[src/hdl/psb_map.vh]
// Register offsets, field positions, reset values and masks of the PHY
// status, bypass-control and error-counter register group.
// Assumes a 5-bit register address from the serial management front end.
`ifndef PSB_MAP_VH
`define PSB_MAP_VH

// Register offsets
`define PSB_ADDR_W              5
`define PSB_DATA_W              16
`define PSB_OFF_FE_STATUS       5'h10
`define PSB_OFF_GB_STATUS2      5'h11
`define PSB_OFF_BYPASS          5'h12
`define PSB_OFF_RX_ERR_CNT      5'h13
`define PSB_OFF_FALSE_CAR_CNT   5'h14

// Status field positions (bits 15:8 both status registers, bits 7:5 gigabit only)
`define PSB_ST_SCR_LOCK         15
`define PSB_ST_LOCK_ERR         14
`define PSB_ST_LINK_DROP        13
`define PSB_ST_LINK_UP          12
`define PSB_ST_RX_ERR           11
`define PSB_ST_TX_ERR           10
`define PSB_ST_START_DELIM      9
`define PSB_ST_END_DELIM        8
`define PSB_ST_CARRIER_EXT      7
`define PSB_ST_NONCOMPLIANT     6
`define PSB_ST_MDIX_ERR         5

// Bits that latch until read
`define PSB_FE_LATCH_MASK       16'h6f00
`define PSB_GB_LATCH_MASK       16'h6f80

// Bypass control field positions
`define PSB_BY_TX_OFF           15
`define PSB_BY_4B5B             14
`define PSB_BY_SCR              13
`define PSB_BY_DESCR            12
`define PSB_BY_PCS_RX           11
`define PSB_BY_PCS_TX           10
`define PSB_BY_LINK_HOLD        9
`define PSB_BY_MDIX_FORCED      7
`define PSB_BY_NC_DET_OFF       6
`define PSB_BY_PAIR_SWAP_OFF    5
`define PSB_BY_POLARITY_OFF     4
`define PSB_BY_PD_HONOUR        3
`define PSB_BY_PULSE_SHAPE_OFF  2
`define PSB_BY_NP_AUTO_OFF      1

// Bypass control reset value, writable bits and sticky bits
`define PSB_BYPASS_RST          16'h0088
`define PSB_BYPASS_WR_MASK      16'hfefe
`define PSB_BYPASS_STICKY_MASK  16'h00fa

// Error counters
`define PSB_CNT_W               8

`endif

[src/hdl/psb_regs.v]
// Status, bypass-control and error-counter registers of a tri-speed copper
// transceiver, reached through the register port of the management front end.
// Assumes all event and status inputs are produced on ref_clk.
//
// Functional notes
// - Fast mode error flags latch, clear on read
// - Fast mode link and lock bits live
// - Gigabit error flags latch, clear on read
// - Gigabit link and lock bits live
// - Gigabit delimiter errors latch, clear on read
// - Gigabit carrier extension error latches, read clears
// - Gigabit crossover error shown in bit five
// - Non-compliant partner flag, detection disable bit
// - Transmit disable bit, resets to zero
// - Encoder, scrambler, descrambler bypass bits
// - Receive and transmit coding sublayer bypass
// - Skip link fail hold timer
// - Sticky crossover disable at forced speeds
// - Sticky pair swap correction disable under auto-negotiation
// - Sticky polarity correction disable
// - Parallel detect honours advertised ability
// - Pulse shaping filter disable
// - Sticky disable automatic gigabit next pages
// - Saturating receive error counter, clear on read
// - Saturating false carrier counter, clear on read
// - Sticky bits survive software reset when enabled
`timescale 1ns/1ns
`include "psb_map.vh"
module psb_regs (
   input  wire                   ref_clk,
   input  wire                   sys_rst,
   input  wire                   sw_rst,
   input  wire                   sticky_keep_en,
   input  wire [`PSB_ADDR_W-1:0] reg_addr,
   input  wire                   reg_rd,
   input  wire                   reg_wr,
   input  wire [`PSB_DATA_W-1:0] reg_wdata,
   output wire [`PSB_DATA_W-1:0] reg_rdata,
   input  wire                   fe_scr_lock,
   input  wire                   fe_link_up,
   input  wire                   fe_lock_err,
   input  wire                   fe_link_drop,
   input  wire                   fe_rx_err,
   input  wire                   fe_tx_err,
   input  wire                   fe_start_delim_err,
   input  wire                   fe_end_delim_err,
   input  wire                   gb_scr_lock,
   input  wire                   gb_link_up,
   input  wire                   gb_lock_err,
   input  wire                   gb_link_drop,
   input  wire                   gb_rx_err,
   input  wire                   gb_tx_err,
   input  wire                   gb_start_delim_err,
   input  wire                   gb_end_delim_err,
   input  wire                   gb_carrier_ext_err,
   input  wire                   gb_noncompliant,
   input  wire                   gb_mdix_err,
   input  wire                   rx_err_evt,
   input  wire                   false_carrier_evt,
   input  wire                   forced_10_100,
   input  wire                   aneg_en,
   output wire                   tx_off,
   output wire                   bypass_4b5b,
   output wire                   bypass_scr,
   output wire                   bypass_descr,
   output wire                   bypass_pcs_rx,
   output wire                   bypass_pcs_tx,
   output wire                   skip_link_fail_hold_timer,
   output wire                   auto_mdix_off,
   output wire                   pair_swap_fix_off,
   output wire                   polarity_fix_off,
   output wire                   pd_honour_adv,
   output wire                   pulse_shape_off,
   output wire                   np_auto_off,
   output wire                   noncompliant_det_en
);
   localparam [15:0] FE_MASK     = `PSB_FE_LATCH_MASK;
   localparam [15:0] GB_MASK     = `PSB_GB_LATCH_MASK;
   localparam [15:0] BY_RST      = `PSB_BYPASS_RST;
   localparam [15:0] BY_WR_MASK  = `PSB_BYPASS_WR_MASK;
   localparam [15:0] BY_STICKY   = `PSB_BYPASS_STICKY_MASK;

   wire        rd_fe;
   wire        rd_gb;
   wire        rd_rxc;
   wire        rd_fcc;
   wire        wr_by;
   wire [15:0] fe_evt;
   wire [15:0] gb_evt;
   wire [15:0] fe_lat;
   wire [15:0] gb_lat;
   wire [7:0]  rx_err_cnt;
   wire [7:0]  false_car_cnt;

   reg  [15:0] bypass_r;
   reg  [15:0] bypass_nxt;
   reg         gb_nc_r;
   reg         gb_mdix_r;
   reg  [15:0] rdata_r;
   reg  [15:0] rdata_nxt;
   reg  [13:0] ctrl_r;

   assign rd_fe  = reg_rd && (reg_addr == `PSB_OFF_FE_STATUS);
   assign rd_gb  = reg_rd && (reg_addr == `PSB_OFF_GB_STATUS2);
   assign rd_rxc = reg_rd && (reg_addr == `PSB_OFF_RX_ERR_CNT);
   assign rd_fcc = reg_rd && (reg_addr == `PSB_OFF_FALSE_CAR_CNT);
   assign wr_by  = reg_wr && (reg_addr == `PSB_OFF_BYPASS);

   // Event vectors placed at their status bit positions
   assign fe_evt = {1'b0, fe_lock_err, fe_link_drop, 1'b0,
                    fe_rx_err, fe_tx_err, fe_start_delim_err, fe_end_delim_err,
                    8'h00};
   assign gb_evt = {1'b0, gb_lock_err, gb_link_drop, 1'b0,
                    gb_rx_err, gb_tx_err, gb_start_delim_err, gb_end_delim_err,
                    gb_carrier_ext_err, 7'h00};

   // Latched status flags; a read clears, a same-cycle event sets again
   genvar i;
   generate
      for (i = 0; i < 16; i = i + 1) begin : g_lat
         if (FE_MASK[i]) begin : g_fe
            reg fe_bit_r;
            always @(posedge ref_clk) begin
               if (sys_rst || sw_rst) begin
                  fe_bit_r <= 1'b0;
               end else begin
                  fe_bit_r <= (fe_bit_r & ~rd_fe) | fe_evt[i];
               end
            end
            assign fe_lat[i] = fe_bit_r;
         end else begin : g_fe_none
            assign fe_lat[i] = 1'b0;
         end
         if (GB_MASK[i]) begin : g_gb
            reg gb_bit_r;
            always @(posedge ref_clk) begin
               if (sys_rst || sw_rst) begin
                  gb_bit_r <= 1'b0;
               end else begin
                  gb_bit_r <= (gb_bit_r & ~rd_gb) | gb_evt[i];
               end
            end
            assign gb_lat[i] = gb_bit_r;
         end else begin : g_gb_none
            assign gb_lat[i] = 1'b0;
         end
      end
   endgenerate

   // Partner and crossover indications follow the detectors
   always @(posedge ref_clk) begin
      if (sys_rst || sw_rst) begin
         gb_nc_r   <= 1'b0;
         gb_mdix_r <= 1'b0;
      end else begin
         gb_nc_r   <= gb_noncompliant & ~bypass_r[`PSB_BY_NC_DET_OFF];
         gb_mdix_r <= gb_mdix_err;
      end
   end

   // Bypass control: write, software reset with sticky retention
   always @* begin
      bypass_nxt = bypass_r;
      if (sw_rst) begin
         if (sticky_keep_en) begin
            bypass_nxt = (bypass_r & BY_STICKY) | (BY_RST & ~BY_STICKY);
         end else begin
            bypass_nxt = BY_RST;
         end
      end else if (wr_by) begin
         // Reserved bits stay zero whatever is written
         bypass_nxt = reg_wdata & BY_WR_MASK;
      end
   end

   always @(posedge ref_clk) begin
      if (sys_rst) begin
         bypass_r <= BY_RST;
      end else begin
         bypass_r <= bypass_nxt;
      end
   end

   // Control outputs are registered so the datapath sees glitch-free levels
   always @(posedge ref_clk) begin
      if (sys_rst) begin
         ctrl_r <= 14'h0000;
      end else begin
         ctrl_r[0]  <= bypass_r[`PSB_BY_TX_OFF];
         ctrl_r[1]  <= bypass_r[`PSB_BY_4B5B];
         ctrl_r[2]  <= bypass_r[`PSB_BY_SCR];
         ctrl_r[3]  <= bypass_r[`PSB_BY_DESCR];
         ctrl_r[4]  <= bypass_r[`PSB_BY_PCS_RX];
         ctrl_r[5]  <= bypass_r[`PSB_BY_PCS_TX];
         ctrl_r[6]  <= bypass_r[`PSB_BY_LINK_HOLD];
         ctrl_r[7]  <= bypass_r[`PSB_BY_MDIX_FORCED] & forced_10_100;
         ctrl_r[8]  <= bypass_r[`PSB_BY_PAIR_SWAP_OFF] & aneg_en;
         ctrl_r[9]  <= bypass_r[`PSB_BY_POLARITY_OFF];
         ctrl_r[10] <= bypass_r[`PSB_BY_PD_HONOUR];
         ctrl_r[11] <= bypass_r[`PSB_BY_PULSE_SHAPE_OFF];
         // Software takes over next pages after the base page
         ctrl_r[12] <= bypass_r[`PSB_BY_NP_AUTO_OFF];
         ctrl_r[13] <= ~bypass_r[`PSB_BY_NC_DET_OFF];
      end
   end

   assign tx_off                    = ctrl_r[0];
   assign bypass_4b5b               = ctrl_r[1];
   assign bypass_scr                = ctrl_r[2];
   assign bypass_descr              = ctrl_r[3];
   assign bypass_pcs_rx             = ctrl_r[4];
   assign bypass_pcs_tx             = ctrl_r[5];
   assign skip_link_fail_hold_timer = ctrl_r[6];
   assign auto_mdix_off             = ctrl_r[7];
   assign pair_swap_fix_off         = ctrl_r[8];
   assign polarity_fix_off          = ctrl_r[9];
   assign pd_honour_adv             = ctrl_r[10];
   assign pulse_shape_off           = ctrl_r[11];
   assign np_auto_off               = ctrl_r[12];
   assign noncompliant_det_en       = ctrl_r[13];

   // Error counters
   psb_sat_cnt #(
      .WIDTH (`PSB_CNT_W)
   ) u_rx_err_cnt (
      .ref_clk (ref_clk),
      .sys_rst (sys_rst),
      .sw_rst  (sw_rst),
      .evt     (rx_err_evt),
      .rd_clr  (rd_rxc),
      .count   (rx_err_cnt)
   );

   psb_sat_cnt #(
      .WIDTH (`PSB_CNT_W)
   ) u_false_car_cnt (
      .ref_clk (ref_clk),
      .sys_rst (sys_rst),
      .sw_rst  (sw_rst),
      .evt     (false_carrier_evt),
      .rd_clr  (rd_fcc),
      .count   (false_car_cnt)
   );

   // Read mux; the value before clearing is what the reader gets
   always @* begin
      rdata_nxt = rdata_r;
      if (reg_rd) begin
         case (reg_addr)
            `PSB_OFF_FE_STATUS: begin
               rdata_nxt = fe_lat;
               rdata_nxt[`PSB_ST_SCR_LOCK] = fe_scr_lock;
               rdata_nxt[`PSB_ST_LINK_UP]  = fe_link_up;
            end
            `PSB_OFF_GB_STATUS2: begin
               rdata_nxt = gb_lat;
               rdata_nxt[`PSB_ST_SCR_LOCK]    = gb_scr_lock;
               rdata_nxt[`PSB_ST_LINK_UP]     = gb_link_up;
               rdata_nxt[`PSB_ST_NONCOMPLIANT] = gb_nc_r;
               rdata_nxt[`PSB_ST_MDIX_ERR]    = gb_mdix_r;
            end
            `PSB_OFF_BYPASS: begin
               rdata_nxt = bypass_r;
            end
            `PSB_OFF_RX_ERR_CNT: begin
               rdata_nxt = {8'h00, rx_err_cnt};
            end
            `PSB_OFF_FALSE_CAR_CNT: begin
               rdata_nxt = {8'h00, false_car_cnt};
            end
            default: begin
               // Other registers of the device are decoded elsewhere
               rdata_nxt = 16'h0000;
            end
         endcase
      end
   end

   always @(posedge ref_clk) begin
      if (sys_rst) begin
         rdata_r <= 16'h0000;
      end else begin
         rdata_r <= rdata_nxt;
      end
   end

   assign reg_rdata = rdata_r;
endmodule

[src/hdl/psb_sat_cnt.v]
// Saturating event counter that clears when its register is read.
// Assumes event and clear strobes come from logic on the same clock.
`timescale 1ns/1ns
module psb_sat_cnt #(
   parameter WIDTH = 8
) (
   input  wire             ref_clk,
   input  wire             sys_rst,
   input  wire             sw_rst,
   input  wire             evt,
   input  wire             rd_clr,
   output wire [WIDTH-1:0] count
);
   localparam [WIDTH-1:0] CNT_MAX = {WIDTH{1'b1}};
   localparam [WIDTH-1:0] CNT_ONE = {{(WIDTH-1){1'b0}}, 1'b1};

   reg [WIDTH-1:0] count_r;
   reg [WIDTH-1:0] count_nxt;

   always @* begin
      count_nxt = count_r;
      if (rd_clr) begin
         // An event in the clearing cycle starts the new count
         count_nxt = evt ? CNT_ONE : {WIDTH{1'b0}};
      end else if (evt && (count_r != CNT_MAX)) begin
         count_nxt = count_r + CNT_ONE;
      end
   end

   always @(posedge ref_clk) begin
      if (sys_rst || sw_rst) begin
         count_r <= {WIDTH{1'b0}};
      end else begin
         count_r <= count_nxt;
      end
   end

   assign count = count_r;
endmodule

[config.mk]
export PLATFORM = sky130hd
export DESIGN_NAME = psb_regs
export DESIGN_NICKNAME = d
export VERILOG_FILES = /design/src/hdl/psb_regs.v /design/src/hdl/psb_sat_cnt.v
export VERILOG_INCLUDE_DIRS = /design/src /design/src/hdl
export SDC_FILE = /design/constraint.sdc
export NUM_CORES = 1
export LEC_CHECK = 0
export ABC_CLOCK_PERIOD_IN_PS = 3300
export BUFFER_PORTS_ARGS = -buffer_cell sky130_fd_sc_hd__clkbuf_2
export CAP_MARGIN = 40
export CELL_PAD_IN_SITES_DETAIL_PLACEMENT = 0
export CELL_PAD_IN_SITES_GLOBAL_PLACEMENT = 2
export CORE_AREA = 5 5 104 106
export CTS_CLUSTER_DIAMETER = 30
export DETAILED_ROUTE_END_ITERATION = 12
export DIE_AREA = 0 0 109 111
export PLACE_DENSITY = 0.87
export SLEW_MARGIN = 15
export SYNTH_ARGS = -nofsm -noshare
export SYNTH_HDL_FRONTEND = slang
export SYNTH_SLANG_ARGS = --single-unit
[constraint.sdc]
create_clock -name ref_clk -period 3.3 [get_ports ref_clk]
set_clock_uncertainty 0.1 [all_clocks]
set_input_delay 0 -clock ref_clk [delete_from_list [all_inputs] [get_ports ref_clk]]
set_output_delay 0 -clock ref_clk [all_outputs]
set_load 0.01 [all_outputs]
==> results of run 1 <==
-- stage by stage --
step	utilization [%]	instance area (um^2)	setup WS [ns]	total power, W	hold WS, ns
after global routing	43.8	4240	0.119	0.00182	0.0642
after CTS	43.7	4240	0.457	0.00177	0.0184
after floorplan	-	3110	1.64	0.00101	-0.0207
after detailed placement	37.1	3590	1.47	0.00106	0.104
final	43.8	4240	0.350	0.00175	0.0390
after global placement	37.1	3590	1.50	0.00106	0.106
-- power by group through the flow --
stage               clock, W  sequential (W)  combinational (W)
floorplan                  0        0.000946          0.0000615
global placement           0        0.000947           0.000113
detailed placement         0        0.000947           0.000114
CTS                 0.000691        0.000926           0.000152
global route        0.000727        0.000927           0.000169
finish              0.000669        0.000926           0.000153
-- sequential cells by signal (all words and copies together), names as in the netlist --
signal                 flops
reg_rdata                 16
bypass_r                  14
ctrl_r                    14
u_false_car_cnt.count      8
u_rx_err_cnt.count         8
g_lat.g_gb.gb_bit_r        7
g_lat.g_fe.fe_bit_r        6
gb_mdix_r                  1
gb_nc_r                    1
-- worst max-delay path by stage --
stage / end / slack [ns] / depth (start not counted)
final: bypass_r[3]$_SDFFE_PP1P_ / 0.35 / 8
after global routing: bypass_r[3]$_SDFFE_PP1P_ / 0.12 / 8
after CTS: bypass_r[3]$_SDFFE_PP1P_ / 0.46 / 8
after detailed placement: g_lat[14].g_fe.fe_bit_r$_SDFF_PP0_ / 1.47 / 5
after global placement: g_lat[10].g_fe.fe_bit_r$_SDFF_PP0_ / 1.50 / 5
after floorplan: g_lat[14].g_fe.fe_bit_r$_SDFF_PP0_ / 1.64 / 7
-- critical path: cells and delay by family --
family	cells	cell delay [ns]
buf+inv	4	1.87
simple gates	3	1.16
compound gates	1	0.04
-- routing by layer --
layer,GRT usage (%),up-vias,wire (um)
met1,20.1,1362,4150
met2,23.3,81,4050
li1,-,1499,-
met5,0,-,0
met4,6.14,0,220
met3,4.08,17,486
-- logic make-up (layout without fill, tap and decap cells) --
logic type	Yosys count	in the layout	share of synthesized area, %
AND/OR/NAND/NOR	156	156	25.9
multiplexers	14	14	4.66
XOR/XNOR	2	2	0.563
adder cells (fa/ha/maj)	2	2	0.803
buffers and inverters	19	143	3.05
flip-flops	75	75	48.2
AO/OA/AOI/OAI	85	85	16.8
-- what timing repair did --
action	CTS	global route
buffers inserted	0	0
hold buffers	46	0
hold endpoints to repair	40	0
-- cell usage in the layout (no fill, tap or decap), drive strengths merged, types with 5 or more instances in the layout --
| cell | count |
|---|---|
| a21oi | 45 |
| and3 | 5 |
| clkbuf | 87 |
| dfxtp | 75 |
| dlygate4sd3 | 46 |
| mux2i | 10 |
| nand2 | 36 |
| nand3 | 17 |
| nand3b | 5 |
| nand4 | 7 |
| nor2 | 38 |
| nor2b | 16 |
| nor3 | 8 |
| o21ai | 16 |
-- area by class of cell --
class                      instances  area, um^2  share of cell area (%)
timing repair buffer             126         868                    20.5
multi-input combinational        259        1520                    35.8
inverter                           2        7.51                   0.177
clock buffer                      10         128                    3.01
sequential                        75        1500                    35.4
clock inverter                     5        55.1                    1.30
tap                              133         166                    3.92
==> results.py, run 1 <==
metrics = {
    "run_status": {
        "run_status": "complete, no violations",
    },
    "synthesis": {
        "synth_most_common_cell": "dfxtp_1",
        "synth.distinct_cells": 48,
        "synth-main-ff-cell": "dfxtp_1",
        "synth-edff-count": 0,
        "postSynthNetCount": 405,
        "syn-cell-area_um2": 3110,
        "synth-warning-count": 0,
        "syn-mean-instance-area_um2": 8.82,
        "synthTopCellsByArea": "dfxtp_1 48%, a21oi_1 6.3%, nor2_1 4.6%",
        "synth_top_area_share_pct": 48.2,
        "ys_ff_latch": 75,
        "synth_area_leader_cell": "dfxtp_1",
        "synth_common_cells": "75 x dfxtp_1, 39 x a21oi_1, 38 x nor2_1",
        "seq_area_frac_synth_pct": 48.2,
        "syn_inst": 353,
        "synthArstFlopShare_pct": 0,
    },
    "sta": {
        "maxSlewViolCount": 0,
        "final.setup.tns_ns": 0,
        "fin_crit_ns": 2.95,
        "max_freq_mhz": 339,
        "tightest_slew_ns": 0.719,
        "slew_headroom_pct": 52.1,
        "setup-violations-final": 0,
        "rsz0062_at_grt": "no",
        "hold_viol": 0,
        "fin_crit_sh_pct": 89.4,
    },
    "critical_path": {
        "critPathKind": "input port to flop",
        "cp.arrival_ns": 3.08,
        "crit_fanout": 10,
        "r2r-start": "u_rx_err_cnt.count[0]$_SDFFE_PP0P_",
        "r2r_slack_ns": 1.12,
        "r2r_cells": 6,
        "cp-startpoint": "reg_addr[3]",
        "crit_chain": "dlygate4sd3_1 -> clkbuf_2 -> nor3b_2 -> nand3_1 -> nor4_1 -> dlygate4sd3_1 -> a31oi_1 -> dlygate4sd3_1",
        "crit_path_end_kind": "flop",
        "crit_path_top_delay_cell": "dlygate4sd3_1",
        "cp.required_ns": 3.43,
        "crit_top_cell": "dlygate4sd3_1",
        "worstSetupStartpointType": "input port",
        "cpPeakStageDelay_ns": 0.59,
        "reg2reg_to": "u_rx_err_cnt.count[0]$_SDFFE_PP0P_",
    },
    "layout": {
        "fillers": 971,
        "layout.nets": 525,
        "synthToLayoutAreaGrowth_pct": 36.3,
        "instances_no_fill": 610,
        "drive_gt1_share_pct": 22.2,
        "antenna_cells": 0,
    },
    "power_and_ir_drop": {
        "ir_drop_v": 0.000221,
        "seqPwrFrac_pct": 53.0,
        "p_leak_nw": 1.65,
        "internal_power_w": 0.00134,
        "power.density_nw_per_um2": 412,
        "switching_power_w": 0.000409,
        "clkPwrFrac_pct": 38.3,
        "switching_share_pct": 23.4,
        "pwr-share-comb_pct": 8.7,
    },
    "drt": {
        "drt-pass1-iter-count": 5,
        "drc_errors": 0,
        "wl_mm": 8.91,
        "vias": 2959,
        "wire_per_inst_um": 14.6,
        "viasPerCell": 4.85,
        "drtIter0Drc": 158,
        "postRouteAntennaNets": 0,
    },
    "placement": {
        "portBuffers": 77,
        "dp.cells": 548,
        "place.gp.congestion": 0.799,
        "hpwlAfterDp_mm": 6.32,
    },
    "worst_hold_path": {
        "holdPathStages": 4,
        "worstHoldStart": "reg_addr[4]",
        "hold_path.class": "input port to flop",
        "whs_endpoint": "reg_rdata[8]$_SDFFE_PP0P_",
    },
    "cts": {
        "cts_buffer_depth": 2,
        "clk_latency_ns": 0.34,
        "root_buffer": "clkbuf_8",
        "cts_sinks": 75,
        "clk_pin_slew_ns": 0.08,
        "numCtsBuffers": 9,
        "post_cts_resize_count": 0,
        "cts_tree": "yes",
        "htree_levels": 3,
    },
    "die": {
        "die_width_um": 109,
        "dieArea_um2": 12100,
        "fp.dieH_um": 111,
        "initial_core_util_pct": 32.2,
        "pin_count": 80,
        "coreArea_um2": 9680,
        "num_rows": 36,
    },
    "global_route": {
        "grt_max_degree": 34,
        "grt_overflow": 0,
        "grt_antenna_before_repair": 0,
        "grt_pass1_wl_mm": 14.6,
        "grt_use_total_pct": 15.2,
        "grt_pass1_vias": 2944,
    },
    "run": {
        "cap_violations": 0,
    },
}
(Power assumes the default switching activity.)
==> run 2, diff against run 1 <==
--- a/config.mk
+++ b/config.mk
@@ -11,11 +11,12 @@
 export CAP_MARGIN = 40
 export CELL_PAD_IN_SITES_DETAIL_PLACEMENT = 0
 export CELL_PAD_IN_SITES_GLOBAL_PLACEMENT = 2
-export CORE_AREA = 5 5 104 106
+export CORE_AREA = 5 5 142 76
+export CTS_BUF_LIST = sky130_fd_sc_hd__clkbuf_2 sky130_fd_sc_hd__clkbuf_4 sky130_fd_sc_hd__clkbuf_8
 export CTS_CLUSTER_DIAMETER = 30
 export DETAILED_ROUTE_END_ITERATION = 12
-export DIE_AREA = 0 0 109 111
-export PLACE_DENSITY = 0.87
+export DIE_AREA = 0 0 147 81
+export PLACE_DENSITY = 0.9
 export SLEW_MARGIN = 15
 export SYNTH_ARGS = -nofsm -noshare
 export SYNTH_HDL_FRONTEND = slang
==> run 2 against run 1 <==
Effect of this change: combinational power about the same; sequential share of layout area about the same; first-iteration DRC count increased by 3.2%; die area decreased by 1.6%; sequential power about the same; count of clock-buffer cells in the layout increased by 1.
==> results.py, run 2 (same netlist as run 1, synthesis figures left out) <==
metrics = {
    "run_status": {
        "run_status": "complete, no violations",
    },
    "worst_hold_path": {
        "hold_path.class": "input port to flop",
        "whs_endpoint": "reg_rdata[8]$_SDFFE_PP0P_",
        "worstHoldStart": "reg_addr[4]",
        "holdPathStages": 4,
    },
    "sta": {
        "hold_viol": 0,
        "fin_crit_ns": 2.96,
        "whs_ns": 0.0433,
        "slew_headroom_pct": 52.5,
        "max_freq_mhz": 338,
        "maxSlewViolCount": 0,
        "tightest_slew_ns": 0.713,
        "setup-violations-final": 0,
        "fin_crit_sh_pct": 89.7,
        "rsz0062_at_grt": "no",
        "final.setup.tns_ns": 0,
    },
    "power_and_ir_drop": {
        "ir_drop_v": 0.000202,
        "pwr-share-comb_pct": 8.3,
        "switching_share_pct": 22.7,
        "switching_power_w": 0.000422,
        "seqPwrFrac_pct": 49.8,
        "internal_power_w": 0.00143,
        "clkPwrFrac_pct": 41.9,
        "power.total_w": 0.00186,
        "p_leak_nw": 1.66,
        "power.density_nw_per_um2": 437,
    },
    "die": {
        "dieArea_um2": 11900,
        "initial_core_util_pct": 33.5,
        "die_width_um": 147,
        "coreArea_um2": 9290,
        "fp.dieH_um": 81,
        "num_rows": 25,
        "pin_count": 80,
    },
    "layout": {
        "multi_input_area_um2": 1520,
        "layout_common_cells": "77 x clkbuf_2, 75 x dfxtp_1, 45 x dlygate4sd3_1, 39 x a21oi_1, 38 x nor2_1",
        "regArea_um2": 1500,
        "synthToLayoutAreaGrowth_pct": 36.4,
        "drive_gt1_share_pct": 22.5,
        "antenna_cells": 0,
        "fillers": 907,
        "post-route-util_pct": 45.7,
        "largest_reg_flops": 16,
        "layout.nets": 523,
        "final_common_cell": "clkbuf_2",
    },
    "cts": {
        "clk_latency_ns": 0.35,
        "cts_sinks": 75,
        "numCtsBuffers": 9,
        "cts_buffer_depth": 2,
        "htree_levels": 3,
        "post-cts-setup-buffers": 0,
        "clk_pin_slew_ns": 0.07,
        "cts_tree": "yes",
        "root_buffer": "clkbuf_8",
    },
    "drt": {
        "viasPerCell": 4.99,
        "wl_mm": 8.87,
        "drtIter0Drc": 163,
        "drc_errors": 0,
        "postRouteAntennaNets": 0,
        "vias": 2974,
        "drt-pass1-iter-count": 4,
        "wire_per_inst_um": 14.9,
    },
    "global_route": {
        "grt_antenna_before_repair": 0,
        "grt_overflow": 0,
        "grt_use_total_pct": 15.3,
        "grt_pass1_wl_mm": 14.3,
        "grt_pass1_vias": 2862,
        "grt_max_degree": 34,
        "top_usage_layer": "met2",
        "grt_util_met2_pct": 25.0,
        "grt_use_met1_pct": 19.5,
        "use_met3_pct": 4.40,
    },
    "critical_path": {
        "crit_path_end_kind": "flop",
        "cp.required_ns": 3.43,
        "crit_fanout": 10,
        "critPathKind": "input port to flop",
        "reg2reg_to": "u_false_car_cnt.count[7]$_SDFFE_PP0P_",
        "cp.arrival_ns": 3.09,
        "worstSetupStartpointType": "input port",
        "cp-startpoint": "reg_addr[3]",
        "r2r_cells": 5,
        "r2r-start": "u_false_car_cnt.count[0]$_SDFFE_PP0P_",
        "r2r_slack_ns": 1.57,
    },
    "run": {
        "cap_violations": 0,
    },
    "placement": {
        "place.gp.congestion": 0.771,
        "hpwlAfterDp_mm": 6.33,
        "portBuffers": 77,
    },
}
[run 2: cell types whose count changed in the layout (fill, tap and decap cells not counted), sizes merged]
cell,before,now
bufinv,1,2
clkinv,2,1
buf,3,2
dlygate4sd3,46,45
clkinvlp,2,1
clkbuf,87,88
[run 2: worst max path at each step]
stage / endpoint / slack, ns / cells past startpoint
3_5_place_dp: bypass_r[7]$_SDFFE_PP1P_ / 1.21 / 5
2_1_floorplan: g_lat[14].g_fe.fe_bit_r$_SDFF_PP0_ / 1.64 / 7
6_report: bypass_r[7]$_SDFFE_PP1P_ / 0.34 / 8
5_1_grt: bypass_r[7]$_SDFFE_PP1P_ / 0.17 / 8
4_1_cts: bypass_r[7]$_SDFFE_PP1P_ / 0.22 / 8
3_3_place_gp: bypass_r[3]$_SDFFE_PP1P_ / 1.28 / 5
[run 2: cell type report]
type                    count  area share, %
flip-flops and latches     75           35.4
repair buffers            124           20.0
well taps                 121           3.57
multi-input cells         259           35.8
clock inverters             4           1.80
clock buffers              11           3.27
inverters                   2          0.177
[run 2: metal layers]
layer | vias to the layer above | wire, um
li1 | 1502 | -
met1 | 1371 | 4180
met2 | 83 | 4040
met3 | 18 | 478
met4 | 0 | 176
met5 | - | 0
[run 2: worst max-delay path, stage by stage]
cell	delay, ns
dlygate4sd3_1	0.53
clkbuf_2	0.15
nor3b_2	0.42
nand3_1	0.45
nor4_1	0.31
dlygate4sd3_1	0.60
a31oi_1	0.04
dlygate4sd3_1	0.57
[run 2: timing repair]
item | in CTS | in global routing
hold buffers | 45 | 0
resized for setup | 0 | 1
endpoints found under the setup margin | 0 | 2
endpoints found under the hold margin | 42 | 0
[run 2: power groups by stage]
stage,clock [W],sequential (W),combinational (W)
2_1_floorplan,0,0.000946,0.0000615
3_3_place_gp,0,0.000946,0.000114
3_5_place_dp,0,0.000947,0.000115
4_1_cts,0.000794,0.000925,0.000152
5_1_grt,0.000840,0.000927,0.000169
6_report,0.000778,0.000925,0.000153
[run 2: stage by stage]
stage | instance area, um^2 | instances | setup slack (ns)
5_1_grt | 4250 | 596 | 0.171
6_report | 4250 | 596 | 0.340
4_1_cts | 4240 | 596 | 0.225
3_5_place_dp | 3580 | 536 | 1.21
3_3_place_gp | 3570 | 535 | 1.28
2_1_floorplan | 3110 | 353 | 1.64
==> run 3, diff against run 2 <==
--- a/config.mk
+++ b/config.mk
@@ -16,8 +16,9 @@
 export CTS_CLUSTER_DIAMETER = 30
 export DETAILED_ROUTE_END_ITERATION = 12
 export DIE_AREA = 0 0 147 81
-export PLACE_DENSITY = 0.9
-export SLEW_MARGIN = 15
+export PLACE_DENSITY_LB_ADDON = 0.2
+export SLEW_MARGIN = 10
 export SYNTH_ARGS = -nofsm -noshare
 export SYNTH_HDL_FRONTEND = slang
+export SYNTH_HIERARCHICAL = 1
 export SYNTH_SLANG_ARGS = --single-unit
==> run 3 against run 2 <==
Effect of this change: global-route usage fell by 0.61 points; critical path type unchanged; core utilization rose by 0.73 points; worst hold slack got worse by 0.019 ns; via count fell by 3.0%; count of clock-buffer cells in the layout did not move; maximum frequency rose by 29%; critical path depth fell by 1; register-to-register slack improved by 0.16 ns; largest cell class unchanged; first-iteration DRC count fell by 38%; cell count fell by 3.4%; worst setup slack improved by 0.66 ns; non-clock buffer count fell by 5; highest routed layer unchanged.
==> results.py, run 3 <==
metrics = {
    "global_route": {
        "grt_pass1_wl_mm": 13.9,
        "grt_max_degree": 37,
        "use_met3_pct": 4.35,
        "grt_antenna_before_repair": 0,
        "top_usage_layer": "met2",
        "grt_use_total_pct": 14.7,
        "grt_util_met2_pct": 25.5,
        "grt_use_met1_pct": 18.5,
        "grt_overflow": 0,
        "grt_pass1_vias": 2846,
    },
    "critical_path": {
        "timing.critical_path.buf_inv": 3,
        "critPathKind": "input port to flop",
        "cp-startpoint": "reg_addr[2]",
        "r2r-start": "u_rx_err_cnt/count[0]$_SDFFE_PP0P_",
        "crit_chain": "dlygate4sd3_1 -> clkbuf_2 -> nor3b_1 -> and4b_1 -> nor4_1 -> a21oi_1 -> dlygate4sd3_1",
        "critPathCapture": "bypass_r[3]$_SDFFE_PP1P_",
        "crit_fanout": 12,
        "crit_path_end_kind": "flop",
        "cpPeakStageDelay_ns": 0.55,
        "crit_top_cell": "dlygate4sd3_1",
        "r2r_slack_ns": 1.73,
        "crit_path_top_delay_cell": "dlygate4sd3_1",
        "cp.required_ns": 3.48,
        "critPathTopFamily": "buffers and inverters",
        "r2r_cells": 4,
        "cp.depth": 7,
        "cp.arrival_ns": 2.48,
        "reg2reg_to": "u_rx_err_cnt/count[0]$_SDFFE_PP0P_",
        "worstSetupStartpointType": "input port",
    },
    "synthesis": {
        "synthArstFlopShare_pct": 0,
        "synth_top_area_share_pct": 46.7,
        "synth-main-ff-cell": "dfxtp_1",
        "syn-cell-area_um2": 3210,
        "synth-edff-count": 0,
        "synth_common_cells": "75 x dfxtp_1, 40 x nor2_1, 33 x a21oi_1",
        "synth_area_leader_cell": "dfxtp_1",
        "seq_area_frac_synth_pct": 46.7,
        "syn-mean-instance-area_um2": 9.42,
        "ys_ff_latch": 75,
        "postSynthNetCount": 393,
        "synth-warning-count": 6,
        "synthTopCellsByArea": "dfxtp_1 47%, mux2i_1 7.8%, a21oi_1 5.1%",
        "syn_inst": 341,
        "synth_most_common_cell": "dfxtp_1",
        "synth.distinct_cells": 50,
    },
    "worst_hold_path": {
        "hold_path.class": "input port to flop",
    },
    "die": {
        "initial_core_util_pct": 34.6,
        "dieArea_um2": 11900,
        "pin_count": 80,
        "die_width_um": 147,
        "fp.dieH_um": 81,
        "coreArea_um2": 9290,
        "num_rows": 25,
    },
    "power_and_ir_drop": {
        "power.total_w": 0.00195,
        "p_leak_nw": 1.74,
        "power.density_nw_per_um2": 452,
        "ir_drop_v": 0.000196,
    },
    "layout": {
        "layout.nets": 503,
        "drive_gt1_share_pct": 24.6,
        "antenna_cells": 0,
        "final_common_cell": "clkbuf_2",
        "fillers": 928,
        "synthToLayoutAreaGrowth_pct": 34.3,
        "layout_common_cells": "77 x clkbuf_2, 75 x dfxtp_1, 41 x dlygate4sd3_1, 40 x nor2_1, 33 x a21oi_1",
        "largest_reg_flops": 16,
    },
    "cts": {
        "clk_latency_ns": 0.34,
        "numCtsBuffers": 9,
        "htree_levels": 3,
        "root_buffer": "clkbuf_8",
        "cts_buffer_depth": 2,
        "clk_pin_slew_ns": 0.07,
        "cts_tree": "yes",
        "ctsHoldBuffers": 41,
        "cts_sinks": 75,
        "post-cts-setup-buffers": 0,
        "post_cts_resize_count": 0,
    },
    "sta": {
        "whs_ns": 0.0245,
        "slew_headroom_pct": 47.9,
        "rsz0062_at_grt": "no",
        "tightest_slew_ns": 0.782,
        "fin_crit_sh_pct": 69.6,
        "fin_crit_ns": 2.30,
        "setup-violations-final": 0,
        "max_freq_mhz": 436,
        "maxSlewViolCount": 0,
        "hold_viol": 0,
        "layout_setup_ws_ns": 1.00,
        "final.setup.tns_ns": 0,
    },
    "placement": {
        "portBuffers": 77,
        "pre_cts_ws_ns": 1.14,
        "hpwlAfterDp_mm": 6.39,
        "place.gp.congestion": 0.766,
    },
    "drt": {
        "drc_errors": 0,
        "wire_per_inst_um": 15.1,
        "vias": 2886,
        "wl_mm": 8.68,
        "drt-pass1-iter-count": 4,
        "postRouteAntennaNets": 0,
        "viasPerCell": 5.01,
        "drtIter0Drc": 101,
    },
    "run_status": {
        "run_status": "complete, no violations",
    },
    "run": {
        "cap_violations": 0,
    },
}
-- run 3: layer usage --
layer / share of wire [%] / routed length [um] / up-vias
li1: - / - / 1450
met1: 47 / 4110 / 1376
met2: 48 / 4130 / 54
met3: 4.4 / 380 / 6
met4: 0.61 / 53 / 0
met5: 0 / 0 / -
-- run 3: kinds of logic after synthesis --
group           count (synthesis)  synth area share [%]
mux                            28                  8.84
buf+inv                        24                  3.62
compound gates                 79                  17.6
flops                          75                  46.7
simple gates                  133                  22.4
fa+ha+maj                       2                 0.779
-- run 3: per-stage QoR --
| step | util, % | area [um^2] | std cells |
|---|---|---|---|
| 2_1_floorplan | - | 3210 | 341 |
| 3_3_place_gp | 39.3 | 3650 | 519 |
| 3_5_place_dp | 39.3 | 3650 | 520 |
| 4_1_cts | 46.4 | 4310 | 576 |
| 5_1_grt | 46.4 | 4310 | 576 |
| 6_report | 46.4 | 4310 | 576 |
-- run 3: area by class of cell --
type | instances | area, um^2 | share of cell area, %
well taps | 121 | 151 | 3.51
inverters | 4 | 15.0 | 0.348
flip-flops and latches | 75 | 1500 | 34.8
repair buffers | 119 | 803 | 18.6
clock inverters | 4 | 97.6 | 2.26
clock buffers | 11 | 151 | 3.51
multi-input cells | 242 | 1590 | 36.9
-- run 3: worst min path at each step --
stage,slack (ns),cells past startpoint,from,to
after global routing,0.03,2,sw_rst,u_false_car_cnt/count[0]$_SDFFE_PP0P_
final,0.02,4,reg_addr[3],reg_rdata[0]$_SDFFE_PP0P_
after detailed placement,0.11,3,gb_lock_err,g_lat[14].g_gb.gb_bit_r$_SDFF_PP0_
after CTS,0.01,2,sw_rst,u_false_car_cnt/count[0]$_SDFFE_PP0P_
after global placement,0.11,3,fe_tx_err,g_lat[10].g_fe.fe_bit_r$_SDFF_PP0_
after floorplan,-0.002,1,sw_rst,u_false_car_cnt/count[0]$_SDFFE_PP0P_
-- run 3: worst register-to-register path: cells and delay by family, from the launching register on --
| kind | cells | cell delay [ns] |
|---|---|---|
| flops | 1 | 0.40 |
| fa+ha+maj | 1 | 0.31 |
| simple gates | 1 | 0.28 |
| compound gates | 2 | 0.38 |
-- run 3: power breakdown --
part	total (W)	leakage, nW	internal, W	switching (W)
Clock	0.000865	0.122	0.000540	0.000325
Combinational	0.000158	1.01	0.0000831	0.0000754
Sequential	0.000926	0.608	0.000919	0.00000764
Total	0.00195	1.74	0.00154	0.000408
